$ cat src/inc/iacs_pkg.sv
// iacs_pkg: shared constants and types for the two-wire converter host
// assumes: 100 MHz system clock, synchronous active-high reset
package iacs_pkg;

  // register map, word addresses on the avalon slave
  localparam logic [3:0] ADDR_CTRL    = 4'h0;
  localparam logic [3:0] ADDR_STATUS  = 4'h1;
  localparam logic [3:0] ADDR_RESULT  = 4'h2;
  localparam logic [3:0] ADDR_DIVIDER = 4'h3;
  localparam logic [3:0] ADDR_SELECT  = 4'h4;

  // control register fields
  localparam int CTRL_CMD_LSB   = 0;   // command byte bits 7:0
  localparam int CTRL_GO_BIT    = 8;   // write 1 while not busy: run one command/read sequence
  localparam int CTRL_COUNT_LSB = 16;  // bytes to read, bits 23:16
  localparam int CTRL_COUNT_W   = 8;

  // status register fields
  localparam int STAT_BUSY_BIT  = 0;
  localparam int STAT_NACK_BIT  = 1;
  localparam int STAT_DONE_BIT  = 2;

  // command byte fields
  localparam int CMD_MODE_BIT   = 7;
  localparam int CMD_CH_MSB     = 6;
  localparam int CMD_CH_LSB     = 4;
  localparam int CMD_REF_BIT    = 3;
  localparam int CMD_CONV_BIT   = 2;

  // address byte: fixed prefix, two select bits, direction
  localparam logic [4:0] ADDR_PREFIX = 5'h0B;  // arbitrary value
  localparam logic       DIR_READ    = 1'b1;
  localparam logic       DIR_WRITE   = 1'b0;

  // timing: standard-mode bus clock, 100 kHz from 100 MHz
  localparam int SYS_CLK_HZ      = 100_000_000;
  localparam int BUS_CLK_HZ      = 100_000;
  localparam int QUARTER_CYCLES  = SYS_CLK_HZ / (BUS_CLK_HZ * 4);

  localparam logic [31:0] RESET_DIVIDER = 32'h0000_00FA;

  // one bus phase request to the bit engine
  typedef enum logic [5:0] {
    OP_IDLE    = 6'b00_0001,
    OP_START   = 6'b00_0010,
    OP_STOP    = 6'b00_0100,
    OP_WBIT    = 6'b00_1000,
    OP_RBIT    = 6'b01_0000,
    OP_RSTART  = 6'b10_0000
  } iacs_op_type;

  typedef struct packed {
    iacs_op_type op;
    logic        wbit;
  } iacs_req_type;

  typedef struct packed {
    logic done;
    logic rbit;
  } iacs_rsp_type;

endpackage : iacs_pkg

$ cat src/logic/iacs_bit_engine.sv
// iacs_bit_engine: drives one start, stop or bit on the two wires
// assumes: pins already synchronised by the caller; open-drain outputs
module iacs_bit_engine (
  // clock and reset
  input  wire logic                  clk_sys,
  input  wire logic                  srst,
  // quarter-period length in system cycles
  input  wire logic [15:0]           quarter,
  // request and answer
  input  wire iacs_pkg::iacs_req_type req,
  output iacs_pkg::iacs_rsp_type     rsp,
  // synchronised line levels
  input  wire logic                  scl_in,
  input  wire logic                  sda_in,
  // open-drain drive: enable high pulls low
  output logic                       scl_oe,
  output logic                       sda_oe
);

  logic [15:0] count;
  logic [1:0]  phase;
  logic        active;
  logic        sample;
  iacs_pkg::iacs_op_type op;
  logic        wbit;

  wire quarter_done = (count == 16'h0000);
  // a clock held low by the far end stretches the high phase
  wire stretched    = (phase == 2'd2) && !scl_in;
  wire last_phase   = (phase == 2'd3) && quarter_done;

  always_ff @(posedge clk_sys) begin
    if (srst) begin
      active <= 1'b0;
      count  <= 16'h0000;
      phase  <= 2'd0;
      op     <= iacs_pkg::OP_IDLE;
      wbit   <= 1'b1;
      sample <= 1'b1;
      rsp    <= '0;
      scl_oe <= 1'b0;
      sda_oe <= 1'b0;
    end else begin
      rsp.done <= 1'b0;
      if (!active) begin
        if (req.op != iacs_pkg::OP_IDLE) begin
          active <= 1'b1;
          op     <= req.op;
          wbit   <= req.wbit;
          phase  <= 2'd0;
          count  <= quarter;
        end
      end else if (!quarter_done) begin
        count <= count - 16'h0001;
      end else if (!stretched) begin
        count <= quarter;
        phase <= phase + 2'd1;
        if (last_phase) begin
          active   <= 1'b0;
          rsp.done <= 1'b1;
          rsp.rbit <= sample;
        end
      end
      if (active && quarter_done && !stretched) begin
        case (op)
          // data falls while clock high; R10: same after raising both
          iacs_pkg::OP_START, iacs_pkg::OP_RSTART: begin
            case (phase)
              2'd0:    begin scl_oe <= 1'b0; sda_oe <= 1'b0; end
              2'd1:    begin scl_oe <= 1'b0; sda_oe <= 1'b1; end
              2'd2:    begin scl_oe <= 1'b1; sda_oe <= 1'b1; end
              default: begin scl_oe <= 1'b1; sda_oe <= 1'b1; end
            endcase
          end
          // data rises while clock high
          iacs_pkg::OP_STOP: begin
            case (phase)
              2'd0:    begin scl_oe <= 1'b1; sda_oe <= 1'b1; end
              2'd1:    begin scl_oe <= 1'b0; sda_oe <= 1'b1; end
              2'd2:    begin scl_oe <= 1'b0; sda_oe <= 1'b0; end
              default: begin scl_oe <= 1'b0; sda_oe <= 1'b0; end
            endcase
          end
          // data set only while clock low, held through the high phase
          iacs_pkg::OP_WBIT, iacs_pkg::OP_RBIT: begin
            case (phase)
              2'd0:    begin scl_oe <= 1'b1; sda_oe <= (op == iacs_pkg::OP_WBIT) && !wbit; end
              2'd1:    scl_oe <= 1'b0;
              2'd2:    sample <= sda_in;
              default: scl_oe <= 1'b1;
            endcase
          end
          default: begin
            scl_oe <= scl_oe;
            sda_oe <= sda_oe;
          end
        endcase
      end
    end
  end

endmodule // iacs_bit_engine

$ cat src/logic/iacs_host.sv
// iacs_host: two-wire bus master driving an 8-channel converter slave
// assumes: open-drain wires resolved outside; avalon master on CLK_SYS
//
// What the bus, this block and the slave must do
// host alone makes clock, start and stop
// start: data falls while clock high
// stop: data rises while clock high
// data changes only while clock low
// start only when bus idle, both high
// eight bits per byte plus acknowledge
// extra clock for acknowledge; low means ack
// host nacks last read byte, then stops
// host chooses how many bytes to read
// repeated start begins new addressed transfer
// address: fixed prefix, select bits, direction
// select bits fixed by slave at power-up
// direction one reads, zero writes
// slave acks only a matching address
// slave acks each received byte
// slave shifts data out on host clock
// command byte: mode, channel, two power bits
// mode bit zero differential, one single-ended
// power bits choose four power states
// bus clock up to 100k/400k/3.4M
// command byte starts a conversion
// read returns one byte, msb first
// slave may hold clock low while converting
// reference turns on after stop or restart
// slave keeps last command for later conversions
module iacs_host #(
  parameter int SETTLE_CYCLES = 4
) (
  // system
  input  wire logic        CLK_SYS,
  input  wire logic        SRST,
  // avalon-mm slave
  input  wire logic [3:0]  AVS_ADDRESS,
  input  wire logic        AVS_READ,
  input  wire logic        AVS_WRITE,
  input  wire logic [31:0] AVS_WRITEDATA,
  output logic [31:0]      AVS_READDATA,
  output logic             AVS_WAITREQUEST,
  // two-wire bus, open drain
  input  wire logic        SCL_IN,
  output logic             SCL_OUT,
  output logic             SCL_OE,
  input  wire logic        SDA_IN,
  output logic             SDA_OUT,
  output logic             SDA_OE
);

  ////////////////////////////////////////////////////////////////////////////
  // pin synchronisers

  logic [1:0] scl_sync;
  logic [1:0] sda_sync;
  always_ff @(posedge CLK_SYS) begin
    if (SRST) begin
      scl_sync <= 2'b11;
      sda_sync <= 2'b11;
    end else begin
      scl_sync <= {scl_sync[0], SCL_IN};
      sda_sync <= {sda_sync[0], SDA_IN};
    end
  end
  wire scl_s = scl_sync[1];
  wire sda_s = sda_sync[1];

  ////////////////////////////////////////////////////////////////////////////
  // registers

  logic [7:0]  cmd_byte;
  logic [1:0]  dev_select;
  logic [7:0]  read_count;
  logic [15:0] quarter;
  logic [7:0]  result;
  logic        busy;
  logic        nack_seen;
  logic        done_flag;
  logic        go_pulse;

  // decoded command fields, for status readback
  wire       mode_single = cmd_byte[iacs_pkg::CMD_MODE_BIT];
  wire [2:0] channel     = cmd_byte[iacs_pkg::CMD_CH_MSB:iacs_pkg::CMD_CH_LSB];
  wire [1:0] power_state = {cmd_byte[iacs_pkg::CMD_REF_BIT], cmd_byte[iacs_pkg::CMD_CONV_BIT]};

  function automatic logic [7:0] addr_byte(input logic [1:0] sel, input logic dir);
    addr_byte = {iacs_pkg::ADDR_PREFIX, sel, dir};
  endfunction

  wire wr_ctrl = AVS_WRITE && (AVS_ADDRESS == iacs_pkg::ADDR_CTRL);
  wire go_req  = wr_ctrl && AVS_WRITEDATA[iacs_pkg::CTRL_GO_BIT] && !busy;
  logic done_set;

  wire [31:0] rd_mux =
    (AVS_ADDRESS == iacs_pkg::ADDR_CTRL)    ? {8'h00, read_count, 8'h00, cmd_byte} :
    (AVS_ADDRESS == iacs_pkg::ADDR_STATUS)  ? {23'h00_0000, mode_single, channel, power_state,
                                               done_flag, nack_seen, busy} :
    (AVS_ADDRESS == iacs_pkg::ADDR_RESULT)  ? {24'h0000_00, result} :
    (AVS_ADDRESS == iacs_pkg::ADDR_DIVIDER) ? {16'h0000, quarter} :
    (AVS_ADDRESS == iacs_pkg::ADDR_SELECT)  ? {30'h0000_0000, dev_select} : 32'h0000_0000;

  // waitrequest low one cycle after each access: one-wait-state slave
  logic ack_phase;
  always_ff @(posedge CLK_SYS) begin
    if (SRST) begin
      ack_phase       <= 1'b0;
      AVS_WAITREQUEST <= 1'b1;
      AVS_READDATA    <= 32'h0000_0000;
      cmd_byte        <= 8'h00;
      dev_select      <= 2'b00;
      read_count      <= 8'h01;
      quarter         <= 16'(iacs_pkg::QUARTER_CYCLES);
      go_pulse        <= 1'b0;
      done_flag       <= 1'b0;
    end else begin
      go_pulse        <= 1'b0;
      ack_phase       <= (AVS_READ || AVS_WRITE) && !ack_phase;
      AVS_WAITREQUEST <= !((AVS_READ || AVS_WRITE) && !ack_phase);
      if (AVS_READ && !ack_phase) AVS_READDATA <= rd_mux;
      if (AVS_WRITE && ack_phase) begin
        case (AVS_ADDRESS)
          iacs_pkg::ADDR_CTRL: begin
            cmd_byte   <= AVS_WRITEDATA[iacs_pkg::CTRL_CMD_LSB +: 8];
            read_count <= AVS_WRITEDATA[iacs_pkg::CTRL_COUNT_LSB +: iacs_pkg::CTRL_COUNT_W];
            go_pulse   <= go_req;
          end
          iacs_pkg::ADDR_DIVIDER: quarter    <= AVS_WRITEDATA[15:0];
          iacs_pkg::ADDR_SELECT:  dev_select <= AVS_WRITEDATA[1:0];
          default: ;
        endcase
      end
      // set wins over the clear from a new go
      if (done_set) done_flag <= 1'b1;
      else if (go_pulse) done_flag <= 1'b0;
    end
  end

  ////////////////////////////////////////////////////////////////////////////
  // sequencer

  typedef enum logic [7:0] {
    ST_IDLE   = 8'b0000_0001,
    ST_WAIT   = 8'b0000_0010,
    ST_START  = 8'b0000_0100,
    ST_BYTE   = 8'b0000_1000,
    ST_ACK    = 8'b0001_0000,
    ST_RBYTE  = 8'b0010_0000,
    ST_MACK   = 8'b0100_0000,
    ST_STOP   = 8'b1000_0000
  } iacs_state_type;

  iacs_state_type state;
  iacs_pkg::iacs_req_type req;
  iacs_pkg::iacs_rsp_type rsp;
  logic [7:0] shift;
  logic [2:0] bit_idx;
  logic [1:0] byte_no;      // 0 write addr, 1 command, 2 read addr
  logic [7:0] left;
  logic [15:0] idle_cnt;
  logic       issued;
  logic       bus_scl_oe;
  logic       bus_sda_oe;

  wire bus_idle = scl_s && sda_s;
  wire last_rd  = (left == 8'h01);

  iacs_bit_engine u_bits (
    .clk_sys (CLK_SYS),
    .srst    (SRST),
    .quarter (quarter),
    .req     (req),
    .rsp     (rsp),
    .scl_in  (scl_s),
    .sda_in  (sda_s),
    .scl_oe  (bus_scl_oe),
    .sda_oe  (bus_sda_oe)
  );

  assign done_set = (state == ST_STOP) && rsp.done;

  always_ff @(posedge CLK_SYS) begin
    if (SRST) begin
      state     <= ST_IDLE;
      req       <= '{op: iacs_pkg::OP_IDLE, wbit: 1'b1};
      shift     <= 8'h00;
      bit_idx   <= 3'd0;
      byte_no   <= 2'd0;
      left      <= 8'h00;
      idle_cnt  <= 16'h0000;
      issued    <= 1'b0;
      busy      <= 1'b0;
      nack_seen <= 1'b0;
      result    <= 8'h00;
    end else begin
      req.op <= iacs_pkg::OP_IDLE;
      case (state)
        ST_IDLE: if (go_pulse) begin
          busy      <= 1'b1;
          nack_seen <= 1'b0;
          byte_no   <= 2'd0;
          left      <= (read_count == 8'h00) ? 8'h01 : read_count;
          idle_cnt  <= 16'h0000;
          state     <= ST_WAIT;
        end
        ST_WAIT: begin
          idle_cnt <= bus_idle ? idle_cnt + 16'h0001 : 16'h0000;
          if (idle_cnt == 16'(SETTLE_CYCLES)) begin
            req.op <= iacs_pkg::OP_START;
            issued <= 1'b1;
            state  <= ST_START;
          end
        end
        ST_START: if (rsp.done) begin
          shift   <= (byte_no == 2'd0) ? addr_byte(dev_select, iacs_pkg::DIR_WRITE) :
                                         addr_byte(dev_select, iacs_pkg::DIR_READ);
          bit_idx <= 3'd7;
          issued  <= 1'b0;
          state   <= ST_BYTE;
        end
        ST_BYTE: begin
          if (!issued) begin
            req    <= '{op: iacs_pkg::OP_WBIT, wbit: shift[7]};
            issued <= 1'b1;
          end else if (rsp.done) begin
            shift  <= {shift[6:0], 1'b0};
            issued <= 1'b0;
            if (bit_idx == 3'd0) state <= ST_ACK;
            else bit_idx <= bit_idx - 3'd1;
          end
        end
        ST_ACK: begin
          if (!issued) begin
            req    <= '{op: iacs_pkg::OP_RBIT, wbit: 1'b1};
            issued <= 1'b1;
          end else if (rsp.done) begin
            issued <= 1'b0;
            if (rsp.rbit) begin                 // no ack
              nack_seen <= 1'b1;
              req.op    <= iacs_pkg::OP_STOP;
              issued    <= 1'b1;
              state     <= ST_STOP;
            end else if (byte_no == 2'd0) begin
              shift   <= cmd_byte;
              bit_idx <= 3'd7;
              byte_no <= 2'd1;
              state   <= ST_BYTE;
            end else if (byte_no == 2'd1) begin
              byte_no <= 2'd2;                  // restart to read
              req.op  <= iacs_pkg::OP_RSTART;
              issued  <= 1'b1;
              state   <= ST_START;
            end else begin
              bit_idx <= 3'd7;
              state   <= ST_RBYTE;
            end
          end
        end
        ST_RBYTE: begin
          if (!issued) begin
            req    <= '{op: iacs_pkg::OP_RBIT, wbit: 1'b1};
            issued <= 1'b1;
          end else if (rsp.done) begin
            shift  <= {shift[6:0], rsp.rbit};   // msb first
            issued <= 1'b0;
            if (bit_idx == 3'd0) state <= ST_MACK;
            else bit_idx <= bit_idx - 3'd1;
          end
        end
        ST_MACK: begin
          if (!issued) begin
            result <= shift;
            req    <= '{op: iacs_pkg::OP_WBIT, wbit: last_rd};
            issued <= 1'b1;
          end else if (rsp.done) begin
            issued <= 1'b0;
            left   <= left - 8'h01;
            if (last_rd) begin
              req.op <= iacs_pkg::OP_STOP;
              issued <= 1'b1;
              state  <= ST_STOP;
            end else begin
              bit_idx <= 3'd7;
              state   <= ST_RBYTE;
            end
          end
        end
        ST_STOP: if (rsp.done) begin
          busy   <= 1'b0;
          issued <= 1'b0;
          state  <= ST_IDLE;
        end
        default: state <= ST_IDLE;
      endcase
    end
  end

  // open-drain outputs, registered
  always_ff @(posedge CLK_SYS) begin
    if (SRST) begin
      SCL_OUT <= 1'b0;
      SDA_OUT <= 1'b0;
      SCL_OE  <= 1'b0;
      SDA_OE  <= 1'b0;
    end else begin
      SCL_OUT <= 1'b0;
      SDA_OUT <= 1'b0;
      SCL_OE  <= bus_scl_oe;
      SDA_OE  <= bus_sda_oe;
    end
  end

  ////////////////////////////////////////////////////////////////////////////
  // assertions

  property p_start_shape;
    @(posedge CLK_SYS) disable iff (SRST)
    (SCL_OE == 1'b0) && $rose(SDA_OE) |-> !$past(SCL_OE);
  endproperty
  a_start_shape: assert property (p_start_shape) else $error("data fell with clock not high");

  property p_stop_shape;
    @(posedge CLK_SYS) disable iff (SRST)
    $fell(SDA_OE) && !SCL_OE |-> (state == ST_STOP);
  endproperty
  a_stop_shape: assert property (p_stop_shape) else $error("data rose high in wrong state");

  property p_data_stable;
    @(posedge CLK_SYS) disable iff (SRST)
    !SCL_OE && !$past(SCL_OE) && (state inside {ST_BYTE, ST_RBYTE, ST_MACK}) |-> $stable(SDA_OE);
  endproperty
  a_data_stable: assert property (p_data_stable) else $error("data moved while clock high");

  property p_idle_start;
    @(posedge CLK_SYS) disable iff (SRST)
    (state == ST_WAIT) ##1 (state == ST_START) |-> $past(bus_idle, 2);
  endproperty
  a_idle_start: assert property (p_idle_start) else $error("start issued on busy bus");

  property p_ack_released;
    @(posedge CLK_SYS) disable iff (SRST)
    (state == ST_ACK) && !SCL_OE |-> !SDA_OE;
  endproperty
  a_ack_released: assert property (p_ack_released) else $error("host drove ack slot");

  property p_last_nack;
    @(posedge CLK_SYS) disable iff (SRST)
    (state == ST_MACK) && !SCL_OE |-> (SDA_OE == (left != 8'h01));
  endproperty
  a_last_nack: assert property (p_last_nack) else $error("wrong ack on read byte");

  property p_nack_stops;
    @(posedge CLK_SYS) disable iff (SRST)
    (state == ST_ACK) && rsp.done && rsp.rbit |=> (state == ST_STOP) && nack_seen;
  endproperty
  a_nack_stops: assert property (p_nack_stops) else $error("address nack did not stop");

  property p_addr_dir;
    @(posedge CLK_SYS) disable iff (SRST)
    (state == ST_START) && rsp.done |=> shift[0] == (byte_no == 2'd2) && shift[7:3] == iacs_pkg::ADDR_PREFIX;
  endproperty
  a_addr_dir: assert property (p_addr_dir) else $error("address byte malformed");

  property p_done_after_stop;
    @(posedge CLK_SYS) disable iff (SRST)
    done_set |=> ##[0:2] (done_flag && !busy);
  endproperty
  a_done_after_stop: assert property (p_done_after_stop) else $error("stop did not finish");

  property p_wait_bus;
    @(posedge CLK_SYS) disable iff (SRST)
    (AVS_READ || AVS_WRITE) && AVS_WAITREQUEST |=> !AVS_WAITREQUEST;
  endproperty
  a_wait_bus: assert property (p_wait_bus) else $error("waitrequest held too long");

  c_read_byte: cover property (@(posedge CLK_SYS) disable iff (SRST) (state == ST_MACK) && rsp.done && last_rd);
  c_multi:     cover property (@(posedge CLK_SYS) disable iff (SRST) (state == ST_MACK) && rsp.done && !last_rd);
  c_nack:      cover property (@(posedge CLK_SYS) disable iff (SRST) (state == ST_ACK) && rsp.done && rsp.rbit);

endmodule // iacs_host
$ cat config.mk
export PLATFORM = sky130hd
export DESIGN_NAME = iacs_host
export DESIGN_NICKNAME = d
export VERILOG_FILES = /design/src/inc/iacs_pkg.sv /design/src/logic/iacs_bit_engine.sv /design/src/logic/iacs_host.sv
export SDC_FILE = /design/constraint.sdc
export NUM_CORES = 1
export LEC_CHECK = 0
export BUFFER_PORTS_ARGS = -buffer_cell sky130_fd_sc_hd__buf_2
export CORE_AREA = 2 2 125 127
export DETAILED_ROUTE_END_ITERATION = 7
export DIE_AREA = 0 0 127 129
export MAX_ROUTING_LAYER = met4
export PLACE_DENSITY = 0.76
export SYNTH_ARGS = -nofsm -noshare
export SYNTH_HDL_FRONTEND = slang
export SYNTH_SLANG_ARGS = --single-unit
$ cat constraint.sdc
create_clock -name CLK_SYS -period 2.3 [get_ports CLK_SYS]
set_input_delay 0 -clock CLK_SYS [delete_from_list [all_inputs] [get_ports CLK_SYS]]
set_output_delay 0 -clock CLK_SYS [all_outputs]
set_load 0.005 [all_outputs]
==> results of run 1 <==
path summary, 6_finish.rpt:
path                   from            end  slack (ns)  depth (start not counted)
max                state[4]         issued        0.07                          6
min          AVS_ADDRESS[2]  dev_select[1]        0.09                          5
max reg2reg        state[4]         issued        0.07                          6
min reg2reg     scl_sync[0]    scl_sync[1]        0.41                          1
cell type report:
cell class | instances | area share
tap | 188 | 0.02440
multi-input combinational | 735 | 0.4506
sequential | 162 | 0.3366
inverter | 22 | 0.008565
timing repair buffer | 161 | 0.1209
clock buffer | 20 | 0.04633
clock inverter | 12 | 0.01259
kinds of logic (layout without fill, tap and decap cells):
group | after synthesis | in the layout | synth area share
AND/OR/NAND/NOR | 422 | 422 | 0.2627
buffers and inverters | 98 | 215 | 0.05465
XOR/XNOR | 5 | 5 | 0.005514
flip-flops | 162 | 162 | 0.4083
other | 1 | 10 | 0.0004721
multiplexers | 18 | 18 | 0.03276
adder cells (fa/ha/maj) | 12 | 12 | 0.01890
AO/OA/AOI/OAI | 268 | 268 | 0.2167
where the power goes:
group          switching [uW]  total (uW)  leakage, uW  internal (uW)
Clock                    1210        2750     0.000265           1540
Combinational            1590        2920      0.00208           1320
Sequential                205        3180      0.00131           2980
Total                    3010        8840      0.00365           5840
metal layers:
| metal | up-vias | share of wire | track usage | wire length, um |
|---|---|---|---|---|
| li1 | 3768 | - | - | - |
| met1 | 3670 | 0.43 | 0.3247 | 9094 |
| met2 | 274 | 0.49 | 0.4282 | 10230 |
| met3 | 66 | 0.051 | 0.05322 | 1075 |
| met4 | 0 | 0.032 | 0.1151 | 666 |
| met5 | - | 0 | - | 0 |
flip-flops by register name, indices dropped and copies added, names as in the netlist, 3 cells and up:
name / cells
AVS_READDATA: 24
idle_cnt: 16
quarter: 16
u_bits.count: 16
cmd_byte: 8
left: 8
read_count: 8
result: 8
shift: 8
state: 8
req: 7
u_bits.op: 6
bit_idx: 3
layout by cell type, fill, tap and decap left out, types with 5 or more instances in the layout:
cell / Yosys / layout
a31o_2: 7 / 7
conb_1: 1 / 10
mux4_2: 6 / 6
nand2b_1: 10 / 10
ha_1: 12 / 11
nor4b_1: 8 / 7
nand3_1: 29 / 29
and2_1: 10 / 8
nor2b_1: 12 / 12
a211oi_1: 9 / 9
a31oi_1: 9 / 9
inv_6: 0 / 5
clkbuf_16: 0 / 17
nor3b_1: 7 / 7
buf_4: 13 / 68
dfxtp_1: 162 / 160
mux2i_1: 8 / 8
a32oi_1: 6 / 6
nand4_1: 6 / 6
dlygate4sd3_1: 0 / 32
and3_1: 7 / 7
nor2_1: 99 / 97
a311oi_1: 8 / 7
a21oi_1: 112 / 112
a22oi_1: 19 / 19
nand2_1: 144 / 144
a221oi_1: 7 / 7
nor3_1: 31 / 31
nor4_1: 17 / 16
a21o_1: 6 / 6
or3_1: 8 / 8
o21ai_0: 41 / 41
inv_1: 22 / 22
or2_2: 5 / 5
nand3b_1: 5 / 5
buf_2: 14 / 59
critical path, stage by stage, from the launching register on:
cell,delay [ns]
dfxtp_1,0.35
or4_4,0.57
or4_4,0.51
and3_1,0.19
a211oi_2,0.22
nor2_1,0.07
a211oi_1,0.22
through the flow:
step	setup WS [ns]	instances	setup TNS (ns)	hold WS, ns	power, uW
after CTS	0.05327	1297	0	0.07201	8749
after detailed placement	0.05910	1233	0	0.1916	5959
final	0.07313	1300	0	0.09370	8844
after global placement	0.1239	1233	0	0.1897	5924
after floorplan	0.1466	995	0	0.1038	4927
after global routing	-0.01643	1300	-0.04340	0.1341	9290
what timing repair did:
action / 4_1_cts / 5_1_grt
buffers inserted: 0 / 3
resized for setup: 0 / 13
hold buffers: 32 / 0
setup endpoints to repair: 0 / 20
endpoints found under the hold margin: 50 / 0
==> reports/summary.txt, run 1 <==
status: complete, no violations
core area: 14980 um^2
Final Setup Violations: 0
Port Buffers: 60
largest net degree at the start of global routing: 51
crit-path max FO: 6
H-tree levels: 4
Relative slew margins: 0.5308
Total Wirelength: 21060 um
top-area cell type share of the netlist area: 0.4083
count of pins over their slew limit: 0
Synth Flop Type: dfxtp_1
cell taking the most area after synthesis: dfxtp_1
cts bufs inserted: 17
yosys warns: 0
worst endpoint data arrival time: 2.55 ns
Final #Nets: 1153
WL/cell: 16.20 um
top cells by area, synth: dfxtp_1 (41%), a21oi_1 (7.1%), nand2_1 (6.8%)
hold crit path type: input pin to register
row count: 45
vias: 7778
Filler cells: 1235
TritonCTS clock tree: done
critical path startpoint category: register
Post-synth EDFFs: 0
dpl cell area: 8685 um^2
dpl hpwl: 14200 um
share of cells above drive strength 1: 0.1906
Clock Root Buffer: clkbuf_16
RePlAce Congestion: 0.9458
FF/Latch Area: 3246 um^2
min Tclk post-route: 2.227 ns
initial antenna violation count: 0
commonest cells in the netlist: dfxtp_1 (162), nand2_1 (144), a21oi_1 (112)
Post-synth ARST share: 0
Post-Route Skew: 0.009885 ns
Skew-Pair Late Insertion Delay: 0.43 ns
worst slew pin tran: 0.6984 ns
diodes inserted: 0
FMAX: 449.1 MHz
Initial Util: 0.5304
P_leak: 0.003652 uW
Avg Inst Size Synth: 8.057 um^2
crit end category: register
most frequent cell after synthesis: dfxtp_1
Die ar.: 16380 um^2
Util after Layout: 0.6438
max_cap viols: 0
area of the multi-input gates: 4344 um^2
CTS Buffer Depth: 2
unrepaired setup endpoints after global routing: true
first-pass GRT wire length: 34310 um
PwrDens: 917.3 nW/um^2
Die Y: 129 um
fin crit share: 0.9682
Top-Level Pins: 79
die width: 127 um
Vias/cell: 5.983
CTS clk-pin slew, worst paths: 0.06 ns
DRC: 0
Final Hold Viols: 0
Remaining Overflow, GRT: 0
number of global-route vias before repair: 7162
Design Area, Final: 9642 um^2
CP required: 2.62 ns
Area growth syn-to-layout: 21.37%
critical path type: register to register
Seq/Total Area, Yosys: 0.4083
Synth Register Bits: 162
post-route ant nets: 0
Pre-antenna DRT Iters: 5
cell count after synthesis: 986
DRT iter0 DRCs: 696
worst vdd rail ir drop: 0.0006175 V
mapped cell area: 7944 um^2
GRT Util Overall: 0.2653
post-synthesis cell type count: 70
clk sink count: 162
Note: power is estimated with default switching activity, not from simulation.
==> run 2: changes to the inputs <==
Settings changed: PLACE_DENSITY 0.76 to 0.74.
==> run 2 against run 1 <==
- non-clock buffer count rose by 3
- power grew 3.4%
- sequential cell count stayed put
- sequential share of layout area fell by 0.35 points
- critical endpoint is now state[0]
- utilization up 0.81 points
- largest cell class unchanged
- combinational power increased by 3%
- wire length up 2.4%
- first-iteration DRC count decreased by 5.3%
==> reports/summary.txt, run 2 (synthesis gave the netlist of run 1 again) <==
share of cells above drive strength 1: 0.2000 (was 0.1906)
dpl cell area: 8735 um^2 (was 8685 um^2)
largest net degree at the start of global routing: 134 (was 51)
smallest hold slack: 0.01215 ns (was 0.09370 ns)
worst endpoint data arrival time: 2.62 ns (was 2.55 ns)
vias: 7694 (was 7778)
Reg with most FFs: AVS_READDATA (unchanged)
worst vdd rail ir drop: 0.0005954 V (was 0.0006175 V)
core area: 14980 um^2 (unchanged)
Pre-antenna DRT Iters: 5 (unchanged)
initial antenna violation count: 0 (unchanged)
Die ar.: 16380 um^2 (unchanged)
diodes inserted: 0 (unchanged)
number of global-route vias before repair: 7054 (was 7162)
hold crit path type: input pin to register (unchanged)
RePlAce Congestion: 0.9351 (was 0.9458)
uppermost layer routed: met4 (unchanged)
max_cap viols: 0 (unchanged)
Met2 Wirelength: 10470 um (was 10230 um)
count of pins over their slew limit: 0 (unchanged)
unrepaired setup endpoints after global routing: true (unchanged)
Port Buffers: 60 (unchanged)
dpl hpwl: 14270 um (was 14200 um)
Vias/cell: 5.905 (was 5.983)
Top-Level Pins: 79 (unchanged)
H-tree levels: 4 (unchanged)
critical path startpoint category: register (unchanged)
Skew-Pair Late Insertion Delay: 0.44 ns (was 0.43 ns)
M1 wire length: 9496 um (was 9094 um)
crit-path max FO: 7 (was 6)
Remaining Overflow, GRT: 0 (unchanged)
GRT Util Overall: 0.2698 (was 0.2653)
PwrDens: 936.9 nW/um^2 (was 917.3 nW/um^2)
Largest register FFs: 24 (unchanged)
Post-Route Skew: 0.01944 ns (was 0.009885 ns)
CP max stage delay: 0.56 ns (was 0.57 ns)
P_leak: 0.003743 uW (was 0.003652 uW)
CTS Buffer Depth: 2 (unchanged)
Total Wirelength: 21570 um (was 21060 um)
fin crit share: 0.9958 (was 0.9682)
Design Area, Final: 9763 um^2 (was 9642 um^2)
Buf+Inv Stages, Crit Path: 1 (was 0)
worst-path cell chain: or4_4, nor4_4, and2_4, a2111oi_4, buf_4, a31o_4, nand2b_4 (was or4_4, or4_4, and3_1, a211oi_2, nor2_1, a211oi_1)
Final Hold Viols: 0 (unchanged)
Die Y: 129 um (unchanged)
clk sink count: 162 (unchanged)
CTS clk-pin slew, worst paths: 0.07 ns (was 0.06 ns)
Top delay family on crit path: simple AND/OR/NAND/NOR gates (unchanged)
crit end category: register (unchanged)
die width: 127 um (unchanged)
met3 WL: 1162 um (was 1075 um)
DRT iter0 DRCs: 659 (was 696)
TritonCTS clock tree: done (unchanged)
cts bufs inserted: 17 (unchanged)
row count: 45 (unchanged)
FMAX: 436.6 MHz (was 449.1 MHz)
most common cell after layout, fill and taps aside: dfxtp_1 (unchanged)
first-pass GRT wire length: 34700 um (was 34310 um)
WL/cell: 16.56 um (was 16.20 um)
worst slew pin tran: 0.7598 ns (was 0.6984 ns)
critical path type: register to register (unchanged)
Initial Util: 0.5304 (unchanged)
Final #Nets: 1156 (was 1153)
min Tclk post-route: 2.290 ns (was 2.227 ns)
Area growth syn-to-layout: 22.90% (was 21.37%)
critical path's slowest cell: or4_4 (unchanged)
Clock Root Buffer: clkbuf_16 (unchanged)
CP required: 2.63 ns (was 2.62 ns)
post-route ant nets: 0 (unchanged)
Final Setup Violations: 0 (unchanged)
most frequent cells in the layout: dfxtp_1 (157), nand2_1 (144), a21oi_1 (112) (was dfxtp_1 (160), nand2_1 (144), a21oi_1 (112))
DRC: 0 (unchanged)
status: complete, no violations (unchanged)
Relative slew margins: 0.4896 (was 0.5308)
==> run 2: worst min-delay path: cells and delay by family <==
kind / cells / cell delay (ns)
simple gates: 2 / 0.18
compound gates: 1 / 0.06
buf+inv: 1 / 0.17
==> run 2: final cells by class <==
| type | count | area (um^2) |
|---|---|---|
| Inverter | 22 | 82.58 |
| Multi-Input combinational cell | 735 | 4374 |
| Sequential cell | 162 | 3252 |
| Fill cell | 1232 | 5214 |
| Tap cell | 188 | 235.2 |
| Clock inverter | 15 | 193.9 |
| Timing Repair Buffer | 164 | 1200 |
| Clock buffer | 17 | 425.4 |
==> run 2: power breakdown <==
group | internal [uW] | switching [uW]
Sequential | 2980 | 195
Clock | 1660 | 1320
Combinational | 1360 | 1640
Total | 5990 | 3160
==> run 2: path summary, 6_finish.rpt <==
check	start	end	slack, ns	cells past startpoint
worst min-delay path	AVS_ADDRESS[2]	AVS_READDATA[8]	0.01	4
worst max-delay path	state[4]	state[0]	0.01	7
worst max register to register	state[4]	state[0]	0.01	7
worst min register to register	sda_sync[0]	sda_sync[1]	0.43	1
==> run 2: through the flow <==
| step | TNS, ns | std cells | power [uW] | setup WS [ns] | utilization |
|---|---|---|---|---|---|
| 3_3_place_gp | 0 | 1238 | 5941 | 0.08323 | 0.5832 |
| 4_1_cts | 0 | 1300 | 8956 | 0.02103 | 0.6446 |
| 2_1_floorplan | 0 | 995 | 4927 | 0.1466 | - |
| 6_report | 0 | 1303 | 9147 | 0.009604 | 0.6519 |
| 3_5_place_dp | 0 | 1238 | 5958 | 0.06887 | 0.5832 |
| 5_1_grt | -0.1570 | 1303 | 9579 | -0.05315 | 0.6519 |
==> run 2: per-layer routing <==
layer	global-route usage	vias to the layer above
met2	0.4405	253
li1	-	3765
met5	-	-
met4	0.09567	0
met3	0.04990	44
met1	0.3370	3632
==> run 2: timing repair <==
action,CTS,global route
setup endpoints to repair,0,23
hold endpoints to repair,40,0
setup buffers,0,3
gates resized for setup,0,21
hold buffers,30,0
==> run 3: changes to the inputs <==
--- a/config.mk
+++ b/config.mk
@@ -8,5 +8,7 @@
 export BUFFER_PORTS_ARGS = -buffer_cell sky130_fd_sc_hd__buf_2
-export CORE_AREA = 2 2 125 127
+export CELL_PAD_IN_SITES_DETAIL_PLACEMENT = 0
+export CELL_PAD_IN_SITES_GLOBAL_PLACEMENT = 1
+export CORE_AREA = 2 2 144 146
 export DETAILED_ROUTE_END_ITERATION = 7
-export DIE_AREA = 0 0 127 129
+export DIE_AREA = 0 0 146 148
 export MAX_ROUTING_LAYER = met4
--- a/constraint.sdc
+++ b/constraint.sdc
@@ -3,2 +3,2 @@
 set_output_delay 0 -clock CLK_SYS [all_outputs]
-set_load 0.005 [all_outputs]
+set_load 0.05 [all_outputs]
==> run 3 against run 2 <==
- final cell count up 6.7%
- final area rose by 0.99%
- sequential cell count unchanged
- clock skew shrank 0.0074 ns
- worst hold slack improved by 0.077 ns
- global-route usage down 6.4 points
- setup slack improved by 0.067 ns
- die area rose by 32%
- wire length rose by 1.8%
- utilization decreased by 16 points
- first-iteration DRC count shrank 10%
- sequential power hardly changed
==> reports/summary.txt, run 3 (synthesis gave the netlist of run 1 again) <==
crit end category: register (unchanged)
Reg with most FFs: AVS_READDATA (unchanged)
Total Wirelength: 21950 um (was 21570 um)
Buf+Inv Stages, Crit Path: 2 (was 1)
fin crit share: 0.9666 (was 0.9958)
largest net degree at the start of global routing: 86 (was 134)
H-tree levels: 4 (unchanged)
Most common cell on crit path: buf_4
share of cells above drive strength 1: 0.1991 (was 0.2000)
min Tclk post-route: 2.223 ns (was 2.290 ns)
most frequent cells in the layout: dfxtp_1 (158), nand2_1 (144), a21oi_1 (112) (was dfxtp_1 (157), nand2_1 (144), a21oi_1 (112))
DRC: 0 (unchanged)
row count: 52 (was 45)
Final #Nets: 1161 (was 1156)
diodes inserted: 0 (unchanged)
Largest register FFs: 24 (unchanged)
Skew-Pair Late Insertion Delay: 0.44 ns (about the same)
Sw Pwr: 3162 uW (was 3157 uW)
clk sink count: 162 (unchanged)
reg2reg path depth: 8 (was 7)
first-pass GRT wire length: 35430 um (was 34700 um)
TritonCTS clock tree: done (unchanged)
Clock Root Buffer: clkbuf_16 (unchanged)
vias: 7466 (was 7694)
initial antenna violation count: 0 (unchanged)
Die ar.: 21610 um^2 (was 16380 um^2)
PwrDens: 910.5 nW/um^2 (was 936.9 nW/um^2)
worst endpoint data arrival time: 2.55 ns (was 2.62 ns)
DRT iter0 DRCs: 593 (was 659)
CP required: 2.62 ns (was 2.63 ns)
reg-to-reg endpoint: state[4] (was state[0])
dpl hpwl: 15490 um (was 14270 um)
critical path type: register to register (unchanged)
Initial Util: 0.3964 (was 0.5304)
switching part of the total: 0.3522 (was 0.3451)
R2R setup slack: 0.08 ns (was 0.01 ns)
hold crit path type: input pin to register (unchanged)
Pint: 5816 uW (was 5990 uW)
Clk pwr share: 0.326 (was 0.325)
Flop pwr share: 0.351 (was 0.347)
status: complete, no violations (unchanged)
crit-path max FO: 5 (was 7)
Worst R2R Start: state[4] (unchanged)
Top delay family on crit path: simple AND/OR/NAND/NOR gates (unchanged)
critical path's slowest cell: or4_4 (unchanged)
CP max stage delay: 0.56 ns (about the same)
dpl cell area: 8847 um^2 (was 8735 um^2)
worst slew pin tran: 0.7071 ns (was 0.7598 ns)
number of global-route vias before repair: 6955 (was 7054)
WL/cell: 15.79 um (was 16.56 um)
Area growth syn-to-layout: 24.11% (was 22.90%)
cts bufs inserted: 17 (unchanged)
count of pins over their slew limit: 0 (unchanged)
post-route ant nets: 0 (unchanged)
Setup TNS Final: 0 ns (unchanged)
Gate power share: 0.322 (was 0.328)
die width: 146 um (was 127 um)
RePlAce Congestion: 0.8994 (was 0.9351)
worst-path cell chain: or4_4, nor4_4, and2_4, a2111oi_4, buf_4, buf_4, a32oi_1, nor2_1 (was or4_4, nor4_4, and2_4, a2111oi_4, buf_4, a31o_4, nand2b_4)
Die Y: 148 um (was 129 um)
FMAX: 449.8 MHz (was 436.6 MHz)
Relative slew margins: 0.5250 (was 0.4896)
Final Setup Violations: 0 (unchanged)
GRT Util Overall: 0.2063 (was 0.2698)
most common cell after layout, fill and taps aside: dfxtp_1 (unchanged)
Top-Level Pins: 79 (unchanged)
Port Buffers: 60 (unchanged)
Vias/cell: 5.371 (was 5.905)
crit path capture: state[4] (was state[0])
Design Area, Final: 9859 um^2 (was 9763 um^2)
core area: 20040 um^2 (was 14980 um^2)
CTS Buffer Depth: 2 (unchanged)
P_leak: 0.003713 uW (was 0.003743 uW)
CTS clk-pin slew, worst paths: 0.07 ns (about the same)
Remaining Overflow, GRT: 0 (unchanged)
worst vdd rail ir drop: 0.0005293 V (was 0.0005954 V)
critical path startpoint category: register (unchanged)
Pre-antenna DRT Iters: 5 (unchanged)
max_cap viols: 0 (unchanged)
critical path depth: 8 (was 7)
crit path from: state[4] (unchanged)
Post-Route Skew: 0.01204 ns (was 0.01944 ns)
Final Hold Viols: 0 (unchanged)
## run 3: changes by cell type in the layout (fill, tap and decap cells not counted), moves of 2 or more
cell	previous run	this run
buf_4	71	73
clkinv_2	2	0
clkinvlp_4	0	3
dlygate4sd3_1	30	33
inv_6	5	3
inv_8	2	5
nor2_2	1	4
nor2_4	2	0
## run 3: repair_timing
action | CTS | global route
hold endpoints to repair | 41 | 0
hold buffers | 33 | 0
gates resized for setup | 0 | 16
setup endpoints to repair | 0 | 11
buffers inserted | 0 | 2
## run 3: routing by layer
| metal | global-route usage | wire length [um] |
|---|---|---|
| met1 | 0.2745 | 10540 |
| met2 | 0.3257 | 10370 |
| met3 | 0.03241 | 698 |
| met4 | 0.06165 | 339 |
| met5 | - | 0 |
## run 3: metrics by stage
stage / utilization / setup slack (ns) / total power, uW / hold slack [ns] / instances
final: 0.4920 / 0.07687 / 8977 / 0.08893 / 1390
after global routing: 0.4920 / -0.002952 / 9478 / 0.1206 / 1390
after global placement: 0.4415 / 0.1220 / 5970 / 0.1835 / 1323
after floorplan: - / 0.1466 / 4976 / 0.1038 / 995
after CTS: 0.4884 / 0.06045 / 8954 / 0.07208 / 1388
after detailed placement: 0.4415 / 0.07645 / 5966 / 0.1879 / 1323
## run 3: power by group through the flow
stage	registers, uW	logic [uW]	clock network (uW)
3_5_place_dp	3210	2760	0
5_1_grt	3190	3180	3110
6_report	3150	2890	2930
3_3_place_gp	3200	2770	0
4_1_cts	3140	2810	3000
2_1_floorplan	3160	1810	0
## run 3: layout make-up
cell class | count | area [um^2]
repair buffers | 169 | 1236
clock inverters | 15 | 183.9
inverters | 22 | 82.58
clock buffers | 17 | 425.4
fillers | 1993 | 10180
well taps | 270 | 337.8
multi-input cells | 735 | 4345
flip-flops and latches | 162 | 3248
## run 3: worst min-delay path, cell delays in order
cell     delay [ns]
buf_2          0.15
nand2_1        0.07
nor3_1         0.07
mux2i_1        0.12
nor2_1         0.07
## run 3: worst min path at each step
stage / cells after the start / start / endpoint
floorplan: 1 / SCL_IN / scl_sync[0]
global placement: 2 / SDA_IN / sda_sync[0]
finish: 5 / AVS_ADDRESS[2] / dev_select[0]
global route: 5 / AVS_ADDRESS[2] / dev_select[0]
CTS: 5 / AVS_ADDRESS[2] / dev_select[0]
detailed placement: 2 / SDA_IN / sda_sync[0]
